File: src/freq_pkg.sv
// Shared constants, register map and carrier types for the fractional tuning logic
package freq_pkg;

	// Bus and field widths
	localparam int ADDR_W = 5;
	localparam int DATA_W = 24;
	localparam int INT_W = 19;
	localparam int FRAC_W = 24;
	localparam int STEP_W = 14;
	localparam int DIV_W = INT_W + 1;

	// Register indices on the register port
	localparam logic [ADDR_W-1:0] ADDR_INT = 5'h03;
	localparam logic [ADDR_W-1:0] ADDR_FRAC = 5'h04;
	localparam logic [ADDR_W-1:0] ADDR_MODCFG = 5'h06;
	localparam logic [ADDR_W-1:0] ADDR_STEP = 5'h0C;

	// Modulator configuration fields
	localparam int CFG_FRAC_EN_BIT = 11;
	localparam int CFG_BYPASS_BIT = 7;
	localparam int CFG_SEED_LSB = 0;
	localparam int SEED_SEL_W = 2;

	// Reset values
	localparam logic [INT_W-1:0] INT_RST = 19'h0_0014;
	localparam logic [FRAC_W-1:0] FRAC_RST = 24'h00_0000;
	localparam logic [STEP_W-1:0] STEP_RST = 14'h0000;
	localparam logic [DATA_W-1:0] MODCFG_RST = 24'h00_0002;

	// Start phase seeds selected by the seed field
	localparam logic [FRAC_W-1:0] SEED_ZERO = 24'h00_0000;
	localparam logic [FRAC_W-1:0] SEED_HALF = 24'h80_0000;
	localparam logic [FRAC_W-1:0] SEED_RAND_A = 24'hB2_D05E;
	localparam logic [FRAC_W-1:0] SEED_RAND_B = 24'h50_F5A3;

	// One register port request: write or read strobe, index and data
	typedef struct packed {
		logic wr;
		logic rd;
		logic [ADDR_W-1:0] addr;
		logic [DATA_W-1:0] wdata;
	} reg_req_s;

endpackage : freq_pkg

File: src/exact_residue_acc.sv
// Secondary accumulator that spreads the exact-mode residue over the step count
`timescale 1ns/1ps
module exact_residue_acc #(
	parameter int STEP_W = 14
) (
	input wire logic i_core_clk,
	input wire logic i_rst,
	input wire logic i_clear,
	input wire logic [STEP_W-1:0] i_step_count,
	input wire logic [STEP_W-1:0] i_residue,
	output logic o_borrow
);
	import freq_pkg::*;

	typedef struct packed {
		logic [STEP_W-1:0] acc;
		logic borrow;
	} res_state_s;

	res_state_s st_reg;
	res_state_s st_next;
	logic [STEP_W:0] sum;

	assign sum = {1'b0, st_reg.acc} + {1'b0, i_residue};

	// Modulo-M residue walk; a wrap asks the main accumulator to take one less
	always_comb begin
		st_next = st_reg;
		if (i_clear || i_step_count == '0) begin
			st_next.acc = '0;
			st_next.borrow = 1'b0;
		end else if (sum >= {1'b0, i_step_count}) begin
			st_next.acc = STEP_W'(sum - {1'b0, i_step_count});
			st_next.borrow = 1'b1;
		end else begin
			st_next.acc = sum[STEP_W-1:0];
			st_next.borrow = 1'b0;
		end
	end

	// State register
	always_ff @(posedge i_core_clk) begin
		if (i_rst) begin
			st_reg <= '0;
		end else begin
			st_reg <= st_next;
		end
	end

	assign o_borrow = st_reg.borrow;
endmodule : exact_residue_acc

File: src/exact_frac_tuner.sv
// Frequency word registers and full-modulus fractional modulator with exact mode
`timescale 1ns/1ps
module exact_frac_tuner #(
	parameter int INT_W = 19,
	parameter int FRAC_W = 24,
	parameter int STEP_W = 14
) (
	input wire logic i_core_clk,
	input wire logic i_rst,
	input wire freq_pkg::reg_req_s i_reg_req,
	output logic [freq_pkg::DATA_W-1:0] o_reg_rdata,
	output logic [INT_W:0] o_divide_ratio,
	output logic [FRAC_W-1:0] o_phase_acc,
	output logic o_frac_active,
	output logic o_exact_active
);
	import freq_pkg::*;

	typedef struct packed {
		logic [INT_W-1:0] integer_divide_field;
		logic [FRAC_W-1:0] fractional_word;
		logic [STEP_W-1:0] exact_step_count;
		logic [DATA_W-1:0] mod_cfg;
		logic [FRAC_W-1:0] phase_acc;
		logic [INT_W:0] divide;
		logic [DATA_W-1:0] rdata;
		logic frac_active;
		logic exact_active;
	} tuner_state_s;

	tuner_state_s st_reg;
	tuner_state_s st_next;
	logic wr_int;
	logic wr_frac;
	logic wr_cfg;
	logic wr_step;
	logic borrow;
	logic [FRAC_W+STEP_W-1:0] frac_times_step;
	logic [FRAC_W-1:0] step_inc;
	logic [FRAC_W:0] acc_sum;
	logic [FRAC_W-1:0] seed;
	logic [SEED_SEL_W-1:0] seed_sel;

	// Write decode on the register port
	assign wr_int = i_reg_req.wr && i_reg_req.addr == ADDR_INT;
	assign wr_frac = i_reg_req.wr && i_reg_req.addr == ADDR_FRAC;
	assign wr_cfg = i_reg_req.wr && i_reg_req.addr == ADDR_MODCFG;
	assign wr_step = i_reg_req.wr && i_reg_req.addr == ADDR_STEP;

	// Residue left by the rounded-up word: frac*M mod 2^14, below M for a well-formed word
	assign frac_times_step = st_reg.fractional_word * st_reg.exact_step_count;
	assign step_inc = st_reg.fractional_word - FRAC_W'(borrow);
	assign acc_sum = {1'b0, st_reg.phase_acc} + {1'b0, step_inc};

	// Seed picked by the seed field of the configuration register
	assign seed_sel = st_reg.mod_cfg[CFG_SEED_LSB +: SEED_SEL_W];
	always_comb begin
		case (seed_sel)
			2'h0: seed = SEED_ZERO;
			2'h1: seed = SEED_HALF;
			2'h2: seed = SEED_RAND_A;
			default: seed = SEED_RAND_B;
		endcase
	end

	// The correction walk restarts with every new word so the exact period lines up
	exact_residue_acc #(
		.STEP_W(STEP_W)
	) u_residue (
		.i_core_clk(i_core_clk),
		.i_rst(i_rst),
		.i_clear(wr_frac || wr_step || !st_reg.frac_active),
		.i_step_count(st_reg.exact_step_count),
		.i_residue(frac_times_step[STEP_W-1:0]),
		.o_borrow(borrow)
	);

	// Register file, modulator step and readback
	always_comb begin
		st_next = st_reg;
		if (wr_int) begin
			st_next.integer_divide_field = i_reg_req.wdata[INT_W-1:0];
		end
		if (wr_frac) begin
			st_next.fractional_word = i_reg_req.wdata[FRAC_W-1:0];
		end
		if (wr_cfg) begin
			st_next.mod_cfg = i_reg_req.wdata;
		end
		if (wr_step) begin
			st_next.exact_step_count = i_reg_req.wdata[STEP_W-1:0];
		end
		st_next.frac_active = st_next.mod_cfg[CFG_FRAC_EN_BIT]
			&& !st_next.mod_cfg[CFG_BYPASS_BIT];
		// Registered so the status port comes straight from a flip-flop
		st_next.exact_active = st_next.frac_active && st_next.exact_step_count != '0;
		// A new word restarts the accumulator from the seed, never a shortened length
		if (wr_frac) begin
			st_next.phase_acc = seed;
			st_next.divide = {1'b0, st_reg.integer_divide_field};
		end else if (st_reg.frac_active) begin
			st_next.phase_acc = acc_sum[FRAC_W-1:0];
			st_next.divide = {1'b0, st_reg.integer_divide_field}
				+ {{INT_W{1'b0}}, acc_sum[FRAC_W]};
		end else begin
			st_next.divide = {1'b0, st_reg.integer_divide_field};
		end
		// Unmapped indices read as zero
		if (i_reg_req.rd) begin
			case (i_reg_req.addr)
				ADDR_INT: st_next.rdata = DATA_W'(st_reg.integer_divide_field);
				ADDR_FRAC: st_next.rdata = DATA_W'(st_reg.fractional_word);
				ADDR_MODCFG: st_next.rdata = st_reg.mod_cfg;
				ADDR_STEP: st_next.rdata = DATA_W'(st_reg.exact_step_count);
				default: st_next.rdata = '0;
			endcase
		end
	end

	// State register
	always_ff @(posedge i_core_clk) begin
		if (i_rst) begin
			st_reg.integer_divide_field <= INT_RST;
			st_reg.fractional_word <= FRAC_RST;
			st_reg.exact_step_count <= STEP_RST;
			st_reg.mod_cfg <= MODCFG_RST;
			st_reg.phase_acc <= '0;
			st_reg.divide <= '0;
			st_reg.rdata <= '0;
			st_reg.frac_active <= 1'b0;
			st_reg.exact_active <= 1'b0;
		end else begin
			st_reg <= st_next;
		end
	end

	// Outputs straight from the state register
	assign o_reg_rdata = st_reg.rdata;
	assign o_divide_ratio = st_reg.divide;
	assign o_phase_acc = st_reg.phase_acc;
	assign o_frac_active = st_reg.frac_active;
	assign o_exact_active = st_reg.exact_active;
endmodule : exact_frac_tuner

File: config.mk
export PLATFORM = sky130hd
export DESIGN_NAME = exact_frac_tuner
export DESIGN_NICKNAME = d
export VERILOG_FILES = /design/src/freq_pkg.sv /design/src/exact_residue_acc.sv /design/src/exact_frac_tuner.sv
export SDC_FILE = /design/constraint.sdc
export NUM_CORES = 1
export LEC_CHECK = 0
export BUFFER_PORTS_ARGS = -buffer_cell sky130_fd_sc_hd__buf_2
export CORE_MARGIN = 2
export CORE_UTILIZATION = 49
export DETAILED_ROUTE_END_ITERATION = 7
export GPL_TIMING_DRIVEN = 0
export PLACE_DENSITY_LB_ADDON = 0.12
export SLEW_MARGIN = 20
export SYNTH_ARGS = -nofsm -noshare
export SYNTH_HDL_FRONTEND = slang
export SYNTH_HIERARCHICAL = 1
export SYNTH_SLANG_ARGS = --single-unit
File: constraint.sdc
create_clock -name i_core_clk -period 11.2 [get_ports i_core_clk]
set_clock_uncertainty 0.2 [all_clocks]
set_input_delay 2.24 -clock i_core_clk [delete_from_list [all_inputs] [get_ports i_core_clk]]
set_output_delay 2.24 -clock i_core_clk [all_outputs]
set_load 0.05 [all_outputs]
# Yosys cells after proc, flatten, opt, wreduce, memory -nomap -nowiden
# Index checks and enable logic that the tools add are counted.
# op_classes
n_addsub	5
multipliers	1
div_mod_pow	0
magnitude_cmp	1
n_eq_ne	6
shift	0
n_mux	8
n_bitwise	1
reduce_logical	17
# ops
operator	count
one-hot mux 24 bit (4 select lines)	1
one-hot mux 24 bit (3 select lines)	1
two-way mux 44 bit	1
adder 24 x 24 -> 25 bit	1
multiplier 24 x 14 -> 14 bit	1
two-way mux 24 bit	1
subtractor 24 x 1 -> 24 bit	1
adder 19 x 1 -> 20 bit	1
two-way mux 20 bit	1
adder 14 x 14 -> 15 bit	1
>= comparator 15 x 14 -> 1 bit	1
two-way mux 15 bit	1
zero test 14 bit	1
two-way mux 14 bit	1
nonzero test 14 bit	1
subtractor 14 bit	1
two-way mux 12 bit	1
equality test 5 x 3 -> 1 bit (second input constant)	2
logical AND 1 bit	6
equality test 5 x 2 -> 1 bit (second input constant)	1
equality test 5 x 4 -> 1 bit (second input constant)	1
logical OR 1 bit	3
OR reduction 3 bit	1
equality test 2 x 1 -> 1 bit (second input constant)	1
other kinds (6)	7
# totals
register_bits	166
latch_bits	0
ram_bits	0
rom_bits	0
in_bits	33
memories	0

# Longest topological paths before layout
# logic_depth
word_depth	6
ltp_mapped	36
ltp_nobuf	32

# Hierarchy
# The synthesis kept the hierarchy.
# by_module_without_submodules
mod	instances	cells_each	area_per_inst_um2	seq_area_each_um2
exact_frac_tuner	1	1428	11233.3	3022.9
exact_residue_acc	1	247	1945.6	300.3

# Least setup slack after synthesis
# Ideal clock, no wire load.
# synth_path
kind	register to register
from	reg st_reg[113] in the netlist's numbering
to	reg u_residue/st_reg[6] in the netlist's numbering
setup_time_ns	0.128
arrival_time_ns	7.759
t_required_ns	10.872
slack_ns	3.113
path_stages_with_launch	34
path_buffers	3
synth_period_minus_slack_ns	8.087
path_cell_list	dfxtp_1 > clkbuf_1 > and2_1 > fa_1 > inv_1 > fa_1 > inv_1 > fa_1 > inv_1 > fa_1 > inv_1 > fa_1 > inv_1 > fa_1 > inv_1 > ha_1 > a2111o_1 > a31o_2 > a21oi_1 > xnor2_1 > ha_1 > a21o_2 > a31oi_1 > xnor2_1 > ha_1 > and2_1 > nand4_1 > o211ai_1 > or3_1 > a221oi_2 > buf_6 > buf_12 > mux2i_1 > nor2_1
# synth_between
elab_chain_cells	4
elab_cells_between_ends	5
cone_classes	add/sub (2); mul (1); order compare (1); mux (1)
# synth_rtl
element	line_no	source
start: declaration	exact_frac_tuner.sv:31	tuner_state_s st_reg;
start signal: assignment	exact_frac_tuner.sv:133	st_reg <= st_next;
multiplier 24 x 14 -> 14 bit	exact_frac_tuner.sv:51	assign frac_times_step = st_reg.fractional_word * st_reg.exact_step_count;
named net frac_times_step[12]	exact_frac_tuner.sv:38	logic [FRAC_W+STEP_W-1:0] frac_times_step;
adder 14 x 14 -> 15 bit	exact_residue_acc.sv:24	assign sum = {1'b0, st_reg.acc} + {1'b0, i_residue};
>= comparator 15 x 14 -> 1 bit	exact_residue_acc.sv:32	end else if (sum >= {1'b0, i_step_count}) begin
two-way mux 15 bit	exact_residue_acc.sv:32	
end signal: assignment	exact_residue_acc.sv:46	st_reg <= st_next;
end: declaration	exact_residue_acc.sv:20	res_state_s st_reg;
# The timed path passes the listed nets, and every way through them passes these cells.
# A chain may end at the register's enable or synchronous reset.

# Worst setup path after layout
# layout_path
from	reg st_reg[98] in the netlist's numbering
to	reg u_residue/st_reg[7] in the netlist's numbering
# Same word-level chain as after synthesis.

==> run metrics <==
GR Overflow Total=0; Util after Layout=55.1%; total of max-cap violations=0; WL/cell=17.4 um; Worst-path clk slew=~70 ps; routed vias/inst=about 5.5; reg2reg start=st_reg[98]; fin crit share=80.3%; worst hold path type=flop to flop; Mapped Avg Cell Area=7.87 um2; clk sinks=166; gpl congestion=0.877; CTS tree=done; drt first pass iters=6; setup TNS=0 ps; Post-synth EDFFs=0; DRC viols=0; worst slack, placed=2140 ps; Final min period=8990 ps; Die W=168 um; Pleak=around 6.6 nW; clk_lat worst skew=440 ps; most used standard cell by instance count after synthesis=nand2_1; post-CTS setup buffers=0; synth warn=6; GRT Resource Usage Total=26.6%; Largest register FFs=79; die footprint=28200 um2; vias in the first global route=11.4k; number of I/O pins=103; status=finished, final reports clean; Seq/Total Area, Yosys=25.2%; Hold Crit Start=st_reg[91]; worst-margin pin slew=878 ps; peak supply drop=0.0879 mV; CTS buffer count=17; Synth top area share=25.2%; depth of the CTS H-tree=4; Crit Path Class=flop to flop; CP Max Fanout=10; fraction of registers with async set/reset=0%; RSZ-0062 raised after global routing=no; Final ANT Viol Nets=0; max_slew headroom=41.3%; Iter 0 DRT Violations=755; largest net degree at the start of global routing=19; dominant synthesized flop cell=dfxtp_1; number of port buffers=100; Seq cells post-synth=~170; Worst Setup Start Kind=flop; Initial Utilization=49.5%; CTS resizes=0; hold_buf cts=0; critical path required time=11320 ps; Synth Cell Area=13200 um2; Critical Path Max Stage Delay=540 ps; WHS=260 ps; area leader, netlist=dfxtp_1; largest cells by area after synthesis=dfxtp_1 25%, ha_1 9.4%, fa_1 9.0%; Clock Path Buffers=2; Crit. Startpoint=st_reg[98]; Synth Instances=1675; Pwr Density=between 80 and 90 nW/um2; fmax=0.111 GHz; chip height=168 um; Core ar.=26700 um2; Final Hold Viols=0; Finish-stage setup viols=0; crit path DAT=9110 ps; # diodes=0; top cells by count, synth=291 x nand2_1, 180 x a21oi_1, 166 x dfxtp_1; Slew Viols, Final=0; first-pass GRT wire length=59800 um; Design Power=between 1 and 1.5 mW; final worst slack=2210 ps; Final #Nets=1985; FP Rows=60; Detailed Place HPWL=29100 um; count of cell types in the netlist=74; fillcell total=2584; Syn-to-layout area delta=11.5%; crit end category=flop; vias after detailed routing=11.9k; initial antenna violation count=0; Post-Route WL=~37000 um; root buffer selected by CTS=clkbuf_16; slowest library cell on the worst path=fa_1; Synthesized Nets=1866; layout cells sized above 1=13.5%
## through the flow
stage	area [um2]	std cells
finish	14700	2148
global route	14700	2148
CTS	14700	2148
detailed placement	14100	2116
global placement	14100	2116
floorplan	13200	1675
## worst max-delay path: cells and delay by family, from the launching register on
family	cells	cell delay (ps)
flip-flops	1	380
buffers and inverters	9	980
adder cells (fa/ha/maj)	9	3960
XOR/XNOR	2	390
multiplexers	1	190
AND/OR/NAND/NOR	5	990
AO/OA/AOI/OAI	7	1750
## final cells by class
| cell class | count | area [um2] | share of cell area, % |
|---|---|---|---|
| clock inverter | 15 | 161 | 1.10 |
| clock buffer | 17 | 425 | 2.90 |
| inverter | 127 | 477 | 3.24 |
| tap | 341 | 427 | 2.90 |
| multi-input combinational | 1226 | 8510 | 57.9 |
| sequential | 166 | 3320 | 22.6 |
| timing repair buffer | 100 | 500 | 3.41 |
| buffer | 156 | 872 | 5.94 |
## metal layers
layer	GRT usage [%]	share of wire, %
met1	34.5	44
met2	46.2	48
met3	3.34	5.3
met4	8.05	2.4
met5	0	0
## layout by cell type (no fill, tap or decap), types with 5 or more instances in the layout
cell type	count
clkbuf_16	17
inv_8	5
xor2_1	41
inv_1	127
nand3b_1	8
o21a_1	11
a222oi_1	5
xnor2_1	60
nor2_1	104
and2_1	55
clkbuf_1	77
fa_1	59
buf_4	68
a22oi_1	21
nor3_1	29
mux2i_1	18
o31ai_1	5
nand2b_1	5
nor4_1	13
nand3_1	24
a21boi_0	5
a211oi_1	8
o21bai_1	7
mux2_2	12
dfxtp_1	166
a31o_2	5
ha_1	99
buf_2	105
or3_1	7
and3_1	12
nor2b_1	8
a21o_1	23
a21oi_1	180
o21ai_0	31
nand4_1	15
nand2_1	291
## final timing paths
path / end / slack (ps) / cells after the start
min reg2reg: st_reg[91] / 260 / 2
max: u_residue/st_reg[7] / 2210 / 33
max reg2reg: u_residue/st_reg[7] / 2210 / 33
min: st_reg[91] / 260 / 2
## report_power, final
group / switching [mW] / total (mW) / leakage, nW / internal (mW)
registers: 0.00441 / 0.598 / 1.34 / 0.594
logic: 0.0553 / 0.0793 / 4.95 / 0.0240
clock network: 0.291 / 0.590 / 0.274 / 0.299
## cell families (layout without fill, tap and decap cells)
kind of cell             after synthesis  count (layout)  share of synthesized area [%]
flip-flops                           166             166                           25.2
AO/OA/AOI/OAI                        339             339                           15.8
adder cells (fa/ha/maj)              158             158                           18.4
XOR/XNOR                             101             101                           6.71
AND/OR/NAND/NOR                      598             598                           21.3
multiplexers                          30              30                           2.39
buffers and inverters                283             415                           10.2
Note: power is estimated with default switching activity, not from simulation.
